**src/include/spi_pins_pkg.sv**
```systemverilog
// Shared constants and types for the serial data and select pin block.
`default_nettype none

package spi_pins_pkg;

  localparam int unsigned CLK_PERIOD_NS  = 100;
  localparam int unsigned LINK_HALF_NS   = 400;
  // Least half period of the serial clock, rounded up to whole cycles.
  localparam int unsigned HALF_CYCLES    =
    (LINK_HALF_NS + CLK_PERIOD_NS - 1) / CLK_PERIOD_NS;

  localparam int unsigned WORD_BITS      = 8;
  localparam int unsigned FIFO_DEPTH     = 4;
  localparam int unsigned PIN_COUNT      = 3;

  // Pin index within the three shared lines.
  localparam int unsigned PIN_MOSI       = 0;
  localparam int unsigned PIN_MISO       = 1;
  localparam int unsigned PIN_SS         = 2;

  // Pull-up enable bit positions in the port E pull-up vector.
  localparam int unsigned PU_BIT_MOSI    = 5;
  localparam int unsigned PU_BIT_MISO    = 6;
  localparam int unsigned PU_BIT_SS      = 7;

  localparam logic [2:0] FUNC_SEL_RESET  = 3'h0;
  localparam logic [2:0] PULLUP_RESET    = 3'h7;
  localparam logic [7:0] IDLE_FILL       = 8'hFF;

  typedef enum logic [1:0] {
    ST_IDLE  = 2'h0,
    ST_SETUP = 2'h1,
    ST_HOLD  = 2'h3
  } xfer_state_t;

  typedef struct packed {
    logic out;
    logic oe_n;
  } pin_drive_t;

  typedef struct packed {
    logic       valid;
    logic [7:0] data;
  } rx_word_t;

endpackage

`default_nettype wire

```
**src/pin_sync.sv**
```systemverilog
// Two-flop synchroniser for a vector of asynchronous inputs.
`default_nettype none

module pin_sync
  import spi_pins_pkg::*;
#(
  parameter int unsigned WIDTH = 4
)
(
  input  wire logic             clk,
  input  wire logic             rst,
  input  wire logic [WIDTH-1:0] async_in,
  output logic      [WIDTH-1:0] sync_out
);

  logic [WIDTH-1:0] meta_reg;
  logic [WIDTH-1:0] meta_next;
  logic [WIDTH-1:0] sync_reg;
  logic [WIDTH-1:0] sync_next;

  always_comb
  begin
    meta_next = async_in;
    sync_next = meta_reg;
  end

  always_ff @(posedge clk or posedge rst)
  begin
    if (rst)
    begin
      meta_reg <= '1;
      sync_reg <= '1;
    end
    else
    begin
      meta_reg <= meta_next;
      sync_reg <= sync_next;
    end
  end

  assign sync_out = sync_reg;

endmodule

`default_nettype wire

```
**src/word_fifo.sv**
```systemverilog
// Small synchronous FIFO with valid and ready on both sides.
`default_nettype none

module word_fifo
  import spi_pins_pkg::*;
#(
  parameter int unsigned WIDTH = 8,
  parameter int unsigned DEPTH = 4
)
(
  input  wire logic             clk,
  input  wire logic             rst,
  input  wire logic             in_valid,
  output logic                  in_ready,
  input  wire logic [WIDTH-1:0] in_data,
  output logic                  out_valid,
  input  wire logic             out_ready,
  output logic      [WIDTH-1:0] out_data
);

  localparam int unsigned AW = (DEPTH > 1) ? $clog2(DEPTH) : 1;

  logic [WIDTH-1:0] mem_reg [DEPTH];
  logic [AW-1:0]    wr_reg;
  logic [AW-1:0]    wr_next;
  logic [AW-1:0]    rd_reg;
  logic [AW-1:0]    rd_next;
  logic [AW:0]      cnt_reg;
  logic [AW:0]      cnt_next;
  logic             push;
  logic             pop;

  assign in_ready  = (cnt_reg != (AW+1)'(DEPTH));
  assign out_valid = (cnt_reg != '0);
  assign out_data  = mem_reg[rd_reg];
  assign push      = in_valid && in_ready;
  assign pop       = out_valid && out_ready;

  always_comb
  begin
    wr_next  = wr_reg;
    rd_next  = rd_reg;
    cnt_next = cnt_reg;
    if (push)
      wr_next = (wr_reg == AW'(DEPTH - 1)) ? '0 : wr_reg + AW'(1);
    if (pop)
      rd_next = (rd_reg == AW'(DEPTH - 1)) ? '0 : rd_reg + AW'(1);
    if (push && !pop)
      cnt_next = cnt_reg + (AW+1)'(1);
    else if (pop && !push)
      cnt_next = cnt_reg - (AW+1)'(1);
  end

  always_ff @(posedge clk or posedge rst)
  begin
    if (rst)
    begin
      wr_reg  <= '0;
      rd_reg  <= '0;
      cnt_reg <= '0;
    end
    else
    begin
      wr_reg  <= wr_next;
      rd_reg  <= rd_next;
      cnt_reg <= cnt_next;
    end
  end

  // Storage carries no reset; only the pointers define its contents.
  always_ff @(posedge clk)
  begin
    if (push)
      mem_reg[wr_reg] <= in_data;
  end

endmodule

`default_nettype wire

```
**src/spi_data_select_pins.sv**
```systemverilog
// Data and select pins of serial port 0 with shared port E line logic.
// Summary of operation
// - Master drives master-out; slave only reads it.
// - Master-out bit leads sampling edge by half.
// - Master reads master-in; selected slave drives it.
// - Unselected slave floats its master-in output.
// - Slave master-in bit follows falling edge by four clocks.
// - Low slave select frames the received transfer.
// - Pins come up in serial function after reset.
// - Port lines individually programmable input or output.
// - Pull-up bits 5, 6, 7 gate pin pull-ups.
`default_nettype none

module spi_data_select_pins
  import spi_pins_pkg::*;
#(
  parameter int unsigned WIDTH       = WORD_BITS,
  parameter int unsigned DEPTH       = FIFO_DEPTH,
  parameter int unsigned HALF_PERIOD = HALF_CYCLES
)
(
  input  wire logic             clk,
  input  wire logic             rst,
  input  wire logic             master_mode,
  input  wire logic             sclk_in,
  output logic                  sclk_out,
  input  wire logic             port0_master_out_data_in,
  output pin_drive_t            port0_master_out_data_drv,
  input  wire logic             port0_master_in_data_in,
  output pin_drive_t            port0_master_in_data_drv,
  input  wire logic             port0_slave_select_n_in,
  output pin_drive_t            port0_slave_select_n_drv,
  output logic      [2:0]       pin_pullup_on,
  input  wire logic [7:0]       port_e_pullup_enable,
  input  wire logic [2:0]       pin_func_is_port,
  input  wire logic [2:0]       port_line_dir_out,
  input  wire logic [2:0]       port_line_out,
  output logic      [2:0]       port_line_in,
  input  wire logic             tx_valid,
  output logic                  tx_ready,
  input  wire logic [WIDTH-1:0] tx_data,
  output rx_word_t              rx_word,
  output logic                  busy
);

  localparam int unsigned DW = $clog2(HALF_PERIOD + 1);
  localparam int unsigned BW = $clog2(WIDTH);

  ////////////////////////////////////////////////////////////////////////////
  // Input synchronisers and serial clock edge detection.

  logic [3:0] pins_sync;
  logic       mosi_s;
  logic       miso_s;
  logic       ss_n_s;
  logic       sclk_s;
  logic       sclk_last_reg;
  logic       sclk_last_next;
  logic       sclk_rise;
  logic       sclk_fall;

  pin_sync #(
    .WIDTH (4)
  ) u_sync (
    .clk      (clk),
    .rst      (rst),
    .async_in ({sclk_in, port0_slave_select_n_in,
                port0_master_in_data_in, port0_master_out_data_in}),
    .sync_out (pins_sync)
  );

  assign mosi_s         = pins_sync[0];
  assign miso_s         = pins_sync[1];
  assign ss_n_s         = pins_sync[2];
  assign sclk_s         = pins_sync[3];
  assign sclk_last_next = sclk_s;
  assign sclk_rise      = sclk_s && !sclk_last_reg;
  assign sclk_fall      = !sclk_s && sclk_last_reg;

  ////////////////////////////////////////////////////////////////////////////
  // Transmit FIFO.

  logic             fifo_valid;
  logic             fifo_pop;
  logic [WIDTH-1:0] fifo_data;

  word_fifo #(
    .WIDTH (WIDTH),
    .DEPTH (DEPTH)
  ) u_fifo (
    .clk       (clk),
    .rst       (rst),
    .in_valid  (tx_valid),
    .in_ready  (tx_ready),
    .in_data   (tx_data),
    .out_valid (fifo_valid),
    .out_ready (fifo_pop),
    .out_data  (fifo_data)
  );

  ////////////////////////////////////////////////////////////////////////////
  // Function select and pull-up control.

  logic [2:0] func_port_reg;
  logic [2:0] func_port_next;
  logic [2:0] pullup_reg;
  logic [2:0] pullup_next;
  logic       serial_mosi;
  logic       serial_miso;
  logic       serial_ss;
  logic       slave_selected;

  always_comb
  begin
    func_port_next = pin_func_is_port;
    pullup_next    = {port_e_pullup_enable[PU_BIT_SS],
                      port_e_pullup_enable[PU_BIT_MISO],
                      port_e_pullup_enable[PU_BIT_MOSI]};
  end

  always_ff @(posedge clk or posedge rst)
  begin
    if (rst)
    begin
      func_port_reg <= FUNC_SEL_RESET;
      pullup_reg    <= PULLUP_RESET;
      sclk_last_reg <= 1'b0;
    end
    else
    begin
      func_port_reg <= func_port_next;
      pullup_reg    <= pullup_next;
      sclk_last_reg <= sclk_last_next;
    end
  end

  assign pin_pullup_on  = pullup_reg;
  assign serial_mosi    = !func_port_reg[PIN_MOSI];
  assign serial_miso    = !func_port_reg[PIN_MISO];
  assign serial_ss      = !func_port_reg[PIN_SS];
  // A slave only answers while its select pin is serial and held low.
  assign slave_selected = !master_mode && serial_ss && !ss_n_s;

  ////////////////////////////////////////////////////////////////////////////
  // Shift engine: mode 0, sample on rising edge, launch on falling.

  xfer_state_t      state_reg;
  xfer_state_t      state_next;
  logic [DW-1:0]    div_reg;
  logic [DW-1:0]    div_next;
  logic [BW-1:0]    bit_reg;
  logic [BW-1:0]    bit_next;
  logic [WIDTH-1:0] tx_sh_reg;
  logic [WIDTH-1:0] tx_sh_next;
  logic [WIDTH-1:0] rx_sh_reg;
  logic [WIDTH-1:0] rx_sh_next;
  logic             sclk_reg;
  logic             sclk_next;
  logic             sclk_dly_reg;
  logic             sclk_dly_next;
  rx_word_t         rx_reg;
  rx_word_t         rx_next;
  logic             half_done;
  logic [WIDTH-1:0] load_word;

  assign half_done = (div_reg == DW'(HALF_PERIOD - 1));
  assign load_word = fifo_valid ? fifo_data : WIDTH'(IDLE_FILL);

  always_comb
  begin
    state_next = state_reg;
    div_next   = div_reg;
    bit_next   = bit_reg;
    tx_sh_next = tx_sh_reg;
    rx_sh_next = rx_sh_reg;
    sclk_next  = sclk_reg;
    rx_next    = '{valid: 1'b0, data: rx_reg.data};
    fifo_pop   = 1'b0;
    sclk_dly_next = sclk_reg;
    if (master_mode)
    begin
      case (state_reg)
        ST_IDLE:
        begin
          sclk_next = 1'b0;
          if (fifo_valid && serial_mosi)
          begin
            // Bit 7 stands on the line a full half period before rising.
            fifo_pop   = 1'b1;
            tx_sh_next = fifo_data;
            div_next   = '0;
            bit_next   = '0;
            state_next = ST_SETUP;
          end
        end
        ST_SETUP:
        begin
          div_next = div_reg + DW'(1);
          if (half_done)
          begin
            div_next   = '0;
            sclk_next  = 1'b1;
            rx_sh_next = {rx_sh_reg[WIDTH-2:0], miso_s};
            state_next = ST_HOLD;
          end
        end
        ST_HOLD:
        begin
          div_next = div_reg + DW'(1);
          if (half_done)
          begin
            div_next  = '0;
            sclk_next = 1'b0;
            if (bit_reg == BW'(WIDTH - 1))
            begin
              rx_next    = '{valid: 1'b1, data: rx_sh_reg};
              state_next = ST_IDLE;
            end
            else
            begin
              tx_sh_next = {tx_sh_reg[WIDTH-2:0], 1'b0};
              bit_next   = bit_reg + BW'(1);
              state_next = ST_SETUP;
            end
          end
        end
        default:
        begin
          state_next = ST_IDLE;
        end
      endcase
    end
    else
    begin
      sclk_next = 1'b0;
      div_next  = '0;
      case (state_reg)
        ST_IDLE:
        begin
          if (slave_selected)
          begin
            fifo_pop   = fifo_valid;
            tx_sh_next = load_word;
            bit_next   = '0;
            state_next = ST_SETUP;
          end
        end
        ST_SETUP, ST_HOLD:
        begin
          if (!slave_selected)
          begin
            state_next = ST_IDLE;
          end
          else if (sclk_rise)
          begin
            rx_sh_next = {rx_sh_reg[WIDTH-2:0], mosi_s};
            bit_next   = bit_reg + BW'(1);
            state_next = ST_HOLD;
            if (bit_reg == BW'(WIDTH - 1))
            begin
              rx_next  = '{valid: 1'b1,
                           data: {rx_sh_reg[WIDTH-2:0], mosi_s}};
              bit_next = '0;
            end
          end
          else if (sclk_fall && state_reg == ST_HOLD)
          begin
            state_next = ST_SETUP;
            if (bit_reg == '0)
            begin
              fifo_pop   = fifo_valid;
              tx_sh_next = load_word;
            end
            else
            begin
              tx_sh_next = {tx_sh_reg[WIDTH-2:0], 1'b0};
            end
          end
        end
        default:
        begin
          state_next = ST_IDLE;
        end
      endcase
    end
  end

  always_ff @(posedge clk or posedge rst)
  begin
    if (rst)
    begin
      state_reg <= ST_IDLE;
      div_reg   <= '0;
      bit_reg   <= '0;
      tx_sh_reg <= '0;
      rx_sh_reg <= '0;
      sclk_reg  <= 1'b0;
      sclk_dly_reg <= 1'b0;
      rx_reg    <= '0;
    end
    else
    begin
      state_reg <= state_next;
      div_reg   <= div_next;
      bit_reg   <= bit_next;
      tx_sh_reg <= tx_sh_next;
      rx_sh_reg <= rx_sh_next;
      sclk_reg  <= sclk_next;
      sclk_dly_reg <= sclk_dly_next;
      rx_reg    <= rx_next;
    end
  end

  // The clock pin lags one cycle to stay in step with the registered data
  // pins, so each bit leads its sampling edge by a full half period.
  assign sclk_out = sclk_dly_reg;
  assign rx_word  = rx_reg;
  assign busy     = (state_reg != ST_IDLE);

  ////////////////////////////////////////////////////////////////////////////
  // Pin drivers: serial function or port line per pin.

  pin_drive_t [PIN_COUNT-1:0] serial_drv;
  pin_drive_t [PIN_COUNT-1:0] drv_reg;
  pin_drive_t [PIN_COUNT-1:0] drv_next;
  logic       [2:0]           port_in_reg;
  logic       [2:0]           port_in_next;

  always_comb
  begin
    serial_drv[PIN_MOSI] = '{out: tx_sh_reg[WIDTH-1],
                             oe_n: !master_mode};
    // Master-in is driven only by a selected, active slave.
    serial_drv[PIN_MISO] = '{out: tx_sh_reg[WIDTH-1],
                             oe_n: master_mode || !slave_selected
                                   || state_reg == ST_IDLE};
    serial_drv[PIN_SS]   = '{out: 1'b1, oe_n: 1'b1};
    port_in_next         = {ss_n_s, miso_s, mosi_s};
  end

  genvar gi;
  generate
    for (gi = 0; gi < PIN_COUNT; gi++)
    begin : g_pin
      assign drv_next[gi] = func_port_reg[gi]
        ? pin_drive_t'{out: port_line_out[gi],
                       oe_n: !port_line_dir_out[gi]}
        : serial_drv[gi];
    end
  endgenerate

  always_ff @(posedge clk or posedge rst)
  begin
    if (rst)
    begin
      drv_reg     <= {PIN_COUNT{2'h1}};
      port_in_reg <= 3'h7;
    end
    else
    begin
      drv_reg     <= drv_next;
      port_in_reg <= port_in_next;
    end
  end

  assign port0_master_out_data_drv = drv_reg[PIN_MOSI];
  assign port0_master_in_data_drv  = drv_reg[PIN_MISO];
  assign port0_slave_select_n_drv  = drv_reg[PIN_SS];
  assign port_line_in              = port_in_reg;

endmodule

`default_nettype wire

```
**config.mk**
```make
export PLATFORM = sky130hd
export DESIGN_NAME = spi_data_select_pins
export DESIGN_NICKNAME = d
export VERILOG_FILES = /design/src/include/spi_pins_pkg.sv /design/src/pin_sync.sv /design/src/word_fifo.sv /design/src/spi_data_select_pins.sv
export SDC_FILE = /design/constraint.sdc
export NUM_CORES = 1
export LEC_CHECK = 0
export BUFFER_PORTS_ARGS = -buffer_cell sky130_fd_sc_hd__clkbuf_2
export CORE_ASPECT_RATIO = 2
export CORE_MARGIN = 4
export CORE_UTILIZATION = 25
export CTS_CLUSTER_SIZE = 12
export DETAILED_ROUTE_END_ITERATION = 8
export GPL_TIMING_DRIVEN = 0
export SKIP_LAST_GASP = 1
export SLEW_MARGIN = 15
export SYNTH_ARGS = -nofsm -noshare
export SYNTH_HDL_FRONTEND = slang
export SYNTH_SLANG_ARGS = --single-unit
```
**constraint.sdc**
```tcl
create_clock -name clk -period 3.2 [get_ports clk]
set_input_delay 0.32 -clock clk [delete_from_list [all_inputs] [get_ports clk]]
set_output_delay 0.32 -clock clk [all_outputs]
set_load 0.01 [all_outputs]
```
# --- After elaboration in Yosys (flattened, before gate mapping) ---
# Memory sizes are Yosys's and may differ from the RTL's.
# Cells that the tools add are included.
totals:
  ff_bits: 66
  mem_bits_rw: 32
  input_bits: 33
  elab_cells: 167
  memories: 1
op_classes:
  add_sub_neg: 6
  n_eq_ne: 23
  n_mux: 72
  n_reduce_logical: 41
memory_table:
  columns: ["name", "words", "width", "read_ports", "rd_ports_with_merged_regs", "write_ports", "line_no", "rtl"]
  rows:
  - ["u_fifo.mem_reg", 4, 8, 1, 0, 1, "word_fifo.sv:23", "logic [WIDTH-1:0] mem_reg [DEPTH];"]
op_table:
  columns: ["operator", "count"]
  rows:
  - ["2-to-1 mux 8 bit", 16]
  - ["2-to-1 mux 9 bit", 8]
  - ["2-to-1 mux 3 bit", 12]
  - ["one-hot mux 8 bit (2 select lines)", 2]
  - ["2-to-1 mux 2 bit", 13]
  - ["!= test 3 bit (second input constant)", 7]
  - ["one-hot mux 3 bit (2 select lines)", 3]
  - ["2-to-1 mux 1 bit", 14]
  - ["logical NOT 1 bit", 12]
  - ["!= test 3 x 1 -> 1 bit (second input constant)", 4]
  - ["logical AND 1 bit", 10]
  - ["AND reduction 5 bit", 2]
  - ["nonzero test 2 bit", 5]
  - ["adder 3 x 1 -> 3 bit (second input constant)", 3]
  - ["AND reduction 9 bit", 1]
  - ["AND reduction 8 bit", 1]
  - ["== test 2 bit (second input constant)", 3]
  - ["!= test 2 x 1 -> 1 bit (second input constant)", 3]
  - ["one-hot mux 2 bit (3 select lines)", 1]
  - ["AND reduction 6 bit", 1]
  - ["nonzero test 3 bit", 2]
  - ["!= test 5 x 4 -> 1 bit (second input constant)", 1]
  - ["adder 2 x 1 -> 2 bit (second input constant)", 2]
  - ["!= test 4 x 1 -> 1 bit (second input constant)", 1]
  - ["other kinds (14)", 15]

# --- Logic depth before layout (Yosys ltp) ---
# Gate-level depths: netlist of the first run.
depth:
  ltp_word: 12
  mapped_depth: 11
  ltp_nobuf: 11

# --- Cells and area by module ---
# A second synthesis of the first run with hierarchy kept.
hier_totals:
  hier_cells: 304
  area_unflattened_um2: 4366.7
by_module_without_submodules:
  columns: ["module", "n_inst", "cells_each", "area_per_inst_um2", "seq_area_each_um2"]
  rows:
  - ["spi_data_select_pins", 1, 215, 2549.9, 1287.5]
  - ["word_fifo", 1, 80, 1602.8, 1136.1]
  - ["pin_sync", 1, 9, 214.0, 210.2]

# --- Worst setup path after synthesis of the first run ---
# Ideal clock, no wire load.
synth_path:
  path_type: "flip-flop to flip-flop"
  from: "reg state_reg[1]"
  to: "reg u_fifo.cnt_reg[2]"
  setup_ns: 0.079
  arrival_ns: 2.159
  required_time_ns: 3.121
  slack_ns: 0.962
  path_stages_with_launch: 12
  period_less_slack_ns: 2.238
  path_cell_list: "dfrtp_1 clkbuf_1 nor2_1 a31oi_1 o32ai_1 nand2_1 ha_1 inv_1 fa_1 xor2_1 nor2_1 xor2_1"
synth_between:
  elab_chain_len: 11
synth_lines:
  columns: ["element", "line_no", "rtl"]
  rows:
  - ["start, declared", "spi_data_select_pins.sv:147", "xfer_state_t state_reg;"]
  - ["start signal, assigned", "spi_data_select_pins.sv:303", "state_reg <= state_next;"]
  - ["== test 2 bit", "spi_data_select_pins.sv:237, spi_data_select_pins.sv:266", null]
  - ["logical AND 1 bit", "spi_data_select_pins.sv:266", "else if (sclk_fall && state_reg == ST_HOLD)"]
  - ["2-to-1 mux 1 bit", "spi_data_select_pins.sv:266", null]
  - ["2-to-1 mux 1 bit", "spi_data_select_pins.sv:254", "else if (sclk_rise)"]
  - ["2-to-1 mux 1 bit", "spi_data_select_pins.sv:250", "if (!slave_selected)"]
  - ["one-hot mux 1 bit (2 select lines)", "spi_data_select_pins.sv:237", "case (state_reg)"]
  - ["2-to-1 mux 1 bit (*)", "spi_data_select_pins.sv:180", "if (master_mode)"]
  - ["logical AND 1 bit (*)", "word_fifo.sv:37", "assign pop = out_valid && out_ready;"]
  - ["logical NOT 1 bit", "word_fifo.sv:48", "if (push && !pop)"]
  - ["logical AND 1 bit", "word_fifo.sv:48", null]
  - ["2-to-1 mux 3 bit / nonzero test 2 bit (equally long branches)", null, null]
  - ["end signal, assigned", "word_fifo.sv:66", "cnt_reg <= cnt_next;"]
  - ["end, declared", "word_fifo.sv:28", "logic [AW:0] cnt_reg;"]
# Every way passes the cells marked *; elsewhere a longest branch is shown, timed or not.
# A chain may end at the register's enable or synchronous reset.

# --- Final worst setup path of the first run ---
# Ends and elaborated chain as after synthesis.

==> summary.txt, run 1 <==
Status
  • Status: completed

STA
  • Final worst path period need: 2.63 ns
  • Hold Slack: 0.0256 ns
  • Setup TNS: 0 ns
  • Final hold violations: 0
  • Unrepaired setup endpoints after global routing: no
  • Final slew viol count: 0
  • Relative slew slack: 36.6%
  • Post-Route Skew: 0.00878 ns
  • Least-Margin Pin Slew: 0.943 ns
  • # setup viols final: 0
  • Fmax: 0.381 GHz
  • Final critical-path share of the clock period: 82.1%

Cells and area
  • # diodes: 0
  • Commonest non-fill, non-tap cell in the layout: clkbuf_2
  • Share of post-route cells with drive strength above 1: 32.9%
  • Final net count: 395
  • Synth-to-Final Area Change: 20.3%
  • Commonest cells after routing, fill and taps aside: clkbuf_2, dfrtp_1, edfxtp_1, inv_1, nand2_1
  • Fin util: 30.7%
  • Post-Layout Inst Area: 4870 µm²
  • Max FFs per register: 32
  • Layout Cells excl Fill: 557

Route
  • Detailed-route via count: 2470
  • # DRC: 0
  • Routed wire length: 8.18 mm
  • Drt pass-1 iters: 5
  • Antenna viol nets, final: 0
  • DR vias/cell: 4.43
  • WL/cell: 14.7 µm
  • Drt first-iter violations: 89

Clock tree
  • CTS Buf Count: 9
  • CTS Root Cell: clkbuf_16
  • H-tree depth: 3
  • Clk_lat worst skew: 0.34 ns
  • CTS sink cnt: 98
  • Setup bufs post-CTS: 0
  • Bufs on Longest Clock Path: 2
  • CTS tree: built
  • Cts hold-fix bufs: 0
  • CTS clk-pin slew, worst paths: 0.07 ns
  • Post-CTS Resized: 0

Placement
  • HPWL Detailed: 6.07 mm
  • Port-buffer cells: 50
  • Final GP Congestion: 0.794
  • Placed Instances: 541
  • Post-DP Area: 4580 µm²

Floorplan
  • Die span in x: 98.0 µm
  • Die area: 18400 µm²
  • CORE AREA: 15900 µm²
  • Starting Density: 25.5%
  • Num rows: 65
  • I/O pin count: 57
  • Die Ht: 188 µm

Critical path
  • Worst-path fanout max: 10
  • CP endpoint kind: register
  • Arr. time, crit path: 2.89 ns
  • R2R Path Start: state_reg[1]
  • Worst R2R Setup Slack: 0.57 ns
  • Reg2reg path depth: 11
  • Startpoint type of the worst setup path: register
  • Worst Path Required: 3.47 ns
  • Worst Setup EP: u_fifo.cnt_reg[2]
  • Setup CP Type: reg -> reg
  • Setup crit start: state_reg[1]
  • End of the worst register-to-register path: u_fifo.cnt_reg[2]

GRT
  • First-pass GRT wire length: 13.7 mm
  • GRT Residual Overflow: 0
  • Tot GR Track Use: 9.32%
  • Vias in the first global route: 2727
  • Antenna violations before repair: 0
  • Largest net degree at the start of global routing: 62

Logic synthesis
  • Yosys Warn Count: 0
  • Synth Register Bits: 98
  • Instance count of the mapped netlist: 289
  • Post-synth top area share: 30.3%
  • Syn Nets: 333
  • Most area-consuming cells after synthesis: dfrtp_1, edfxtp_1, dfstp_2
  • Synth Cell Area: 4050 µm²
  • Mean Syn Cell Area: 14.0 µm²
  • Post-synthesis cell type count: 49
  • Register area share after synthesis: 65.1%
  • Top cell type by total area after synthesis: dfrtp_1

Worst hold path
  • Hold Path Class: in -> async

Power
  • Maximum vdd drop: 0.291 mV
  • Static leakage: 2.10 nW
  • Power per cell area: 781 nW/µm²

Run
  • Max-cap violations: 0
-- report_power, final --
group	internal, mW	leakage (nW)	switching, mW
Combinational	0.476	0.867	0.583
Clock	0.550	0.141	0.502
Sequential	1.56	1.10	0.132
-- routing by layer --
metal | GRT usage (%) | up-vias | share of wire, %
met5 | 0 | - | 0
met2 | 17.7 | 58 | 59
li1 | - | 1165 | -
met1 | 9.52 | 1235 | 35
met4 | 3.57 | 0 | 2.0
met3 | 2.38 | 12 | 3.8
-- how the worst min path moves through the flow --
| stage | endpoint | depth (start not counted) | slack [ns] |
|---|---|---|---|
| finish | u_sync.meta_reg[2] | 2 | 0.03 |
| global route | u_sync.meta_reg[2] | 2 | 0.03 |
| floorplan | pin_pullup_on[0] | 0 | 0.32 |
| detailed placement | u_sync.sync_out[0] | 0 | 0.35 |
| global placement | u_sync.sync_out[2] | 0 | 0.35 |
| CTS | u_sync.meta_reg[2] | 2 | 0.01 |
-- critical path: stages (launching register included) --
cell and delay (ns):
dfrtp_1 0.42, clkbuf_1 0.37, nor2_1 0.17, a31oi_1 0.17
o32ai_1 0.11, nand2_1 0.17, ha_1 0.20, inv_1 0.07
fa_1 0.44, xor2_1 0.17, nor2_1 0.11, xor2_1 0.15
-- metrics by stage --
stage	setup WS [ns]	total power, mW
finish	0.574	3.80
global route	0.262	4.06
CTS	0.552	3.88
detailed placement	0.593	2.80
global placement	0.447	2.71
floorplan	0.962	2.49
-- cell usage after synthesis (all sizes together) --
cell    instances
dfstp          17
nor3           10
nand4b          1
nor2b           6
a22o            1
nand4           1
nor2           10
a211oi          1
xor2            2
mux2i          11
mux4            8
a221o           1
nand2b          6
or4             1
dfrtp          49
o211ai          1
and2            1
a31oi           3
a21bo           1
nand3b          1
ha             10
nor3b           1
nand3           2
a222oi          7
or3             1
inv            25
clkbuf          6
mux2           12
nand2          21
and3            4
buf             6
and3b           1
o311ai          1
edfxtp         32
fa              1
a21oi           6
nor4            1
o22ai           9
o21ai           9
xnor2           1
o32ai           1
-- final cells by class --
type,count,area [µm²]
Sequential cell,98,2630
Buffer,12,56.3
Clock buffer,9,225
Tap cell,201,251
Timing Repair Buffer,51,278
Fill cell,1616,11000
Clock inverter,7,65.1
Inverter,25,96.3
Multi-Input combinational cell,154,1260
-- cells by family (layout without fill, tap and decap cells) --
| family | after synthesis | after routing | share of synthesized area, % |
|---|---|---|---|
| buffers and inverters | 37 | 104 | 3.71 |
| adder cells (fa/ha/maj) | 11 | 11 | 3.59 |
| XOR/XNOR | 3 | 3 | 0.649 |
| AND/OR/NAND/NOR | 68 | 68 | 9.15 |
| flip-flops | 98 | 98 | 65.1 |
| multiplexers | 31 | 31 | 10.6 |
| AO/OA/AOI/OAI | 41 | 41 | 7.23 |
No activity file was read; power rests on OpenSTA's default activity.
==> run 2, diff against run 1 <==
==> constraint.sdc (replaced) <==
create_clock -name clk -period 2.6 [get_ports clk]
set_input_delay 0.26 -clock clk [delete_from_list [all_inputs] [get_ports clk]]
set_output_delay 0.26 -clock clk [all_outputs]
set_load 0.01 [all_outputs]
==> run 2 against run 1 <==
  * Sequential power grew 23%
  * Cell count grew 1.6%
  * Non-clock buffer count grew 9
  * Clock power grew 24%
  * Hold slack gained 0.00088 ns
  * Critical path depth shrank 2
  * Register-to-register slack lost 0.33 ns
  * Core utilization grew 0.59 points
  * Critical endpoint is now u_fifo.cnt_reg[1]
  * Highest routed layer unchanged
==> summary.txt, run 2 (synthesis results as in run 1) <==
Critical path
  • Startpoint type of the worst setup path: register
  • CP endpoint kind: register
  • Setup CP Type: reg -> reg
  • Critical path's slowest cell: dfrtp_2
  • Peak per-stage delay on the critical path: 0.44 ns
  • Worst path depth: 9
  • Crit path cell chain: clkbuf_4, nor2_1, a31oi_1, o32ai_1, nand2_1, ha_1, inv_1, fa_1, mux2_2
  • Worst Path Required: 2.83 ns
  • Worst R2R Setup Slack: 0.24 ns
  • Reg2reg path depth: 9
  • Crit path max-delay family: adder cells
  • Arr. time, crit path: 2.59 ns
  • Buf+Inv Stages, Crit Path: 2
  • Worst-path fanout max: 10

Route
  • WL/cell: 14.5 µm
  • DR vias/cell: 4.42
  • Drt pass-1 iters: 6
  • Detailed-route via count: 2504
  • Antenna viol nets, final: 0
  • Routed wire length: 8.20 mm
  • Drt first-iter violations: 93
  • # DRC: 0

GRT
  • First-pass GRT wire length: 13.7 mm
  • Tot GR Track Use: 9.33%
  • GRT Residual Overflow: 0
  • Largest net degree at the start of global routing: 62
  • Antenna violations before repair: 0
  • Vias in the first global route: 2748

STA
  • Final slew viol count: 0
  • Unrepaired setup endpoints after global routing: no
  • Fmax: 0.424 GHz
  • Final hold violations: 0
  • Relative slew slack: 37.2%
  • Final critical-path share of the clock period: 90.7%
  • Setup WS post-layout: 0.243 ns
  • Final worst path period need: 2.36 ns
  • Least-Margin Pin Slew: 0.935 ns
  • Post-Route Skew: 0.00663 ns
  • # setup viols final: 0

Clock tree
  • CTS tree: built
  • H-tree depth: 3
  • Clk_lat worst skew: 0.34 ns
  • Bufs on Longest Clock Path: 2
  • CTS Buf Count: 9
  • CTS Root Cell: clkbuf_16
  • CTS clk-pin slew, worst paths: 0.07 ns
  • CTS sink cnt: 98

Floorplan
  • CORE AREA: 15900 µm²
  • Starting Density: 25.5%
  • I/O pin count: 57
  • Die area: 18400 µm²
  • Die Ht: 188 µm
  • Num rows: 65
  • Die span in x: 98.0 µm

Cells and area
  • FF+latch area: 2640 µm²
  • Commonest non-fill, non-tap cell in the layout: clkbuf_2
  • Synth-to-Final Area Change: 22.6%
  • Max FFs per register: 32
  • Share of post-route cells with drive strength above 1: 33.2%
  • Final net count: 404
  • Multi-input combinational cell area: 1260 µm²
  • # diodes: 0
  • Commonest cells after routing, fill and taps aside: clkbuf_2, dfrtp_1, edfxtp_1, inv_1, nand2_1
  • Filler cell count: 1613

Placement
  • Port-buffer cells: 50
  • Final GP Congestion: 0.794
  • HPWL Detailed: 6.07 mm
  • Post-place setup slack: -0.00703 ns

Power
  • Power per cell area: 947 nW/µm²
  • Tot Pwr: 4.70 mW
  • Maximum vdd drop: 0.358 mV
  • Static leakage: 2.15 nW

Status
  • Status: completed

Worst hold path
  • Hold Path Class: in -> reg
  • Hold Path Stages: 1

Run
  • Max-cap violations: 0
run 2: final timing paths:
kind,start,to
max in group asynchronous,rst,u_sync.meta_reg[1]
min in group asynchronous,rst,u_sync.meta_reg[2]
max reg2reg,state_reg[1],u_fifo.cnt_reg[1]
min reg2reg,u_sync.meta_reg[1],u_sync.sync_out[1]
min,pin_func_is_port[0],func_port_reg[0]
max,state_reg[1],u_fifo.cnt_reg[1]
run 2: timing repair:
item,4_1_cts,5_1_grt
resized for setup,1,4
buffers inserted,0,1
endpoints found under the setup margin,1,2
cloned,0,0
pin swaps,0,1
hold buffers,8,0
hold endpoints to repair,12,0
run 2: where the power goes:
part	internal, mW	leakage, nW	switching [mW]
Sequential	1.92	1.09	0.163
Combinational	0.601	0.911	0.720
Clock	0.677	0.141	0.620
run 2: stage by stage:
stage                     hold slack, ns  util (%)  TNS (ns)  std cells  area [µm²]
final                             0.0265      31.3         0        566        4960
after global routing             0.00594      31.3         0        566        4960
after CTS                         0.0124      31.2         0        565        4950
after detailed placement           0.323      28.9  -0.00703        541        4580
after global placement             0.347      28.7     -4.26        540        4550
after floorplan                    0.264         -         0        289        4050
run 2: routing by layer:
layer  GRT usage (%)  vias to the layer above  part of all wire (%)
li1                -                     1180                     -
met1            9.57                     1264                    36
met2            17.7                       48                    59
met3            2.38                       12                   3.5
met4            3.57                        0                   2.0
met5               0                        -                     0
run 2: layout make-up:
cell class	instances	area share [%]
clock inverters	7	1.31
inverters	25	1.94
multi-input cells	154	25.5
clock buffers	9	4.54
well taps	201	5.07
repair buffers	60	7.36
flip-flops and latches	98	53.1
plain buffers	12	1.24
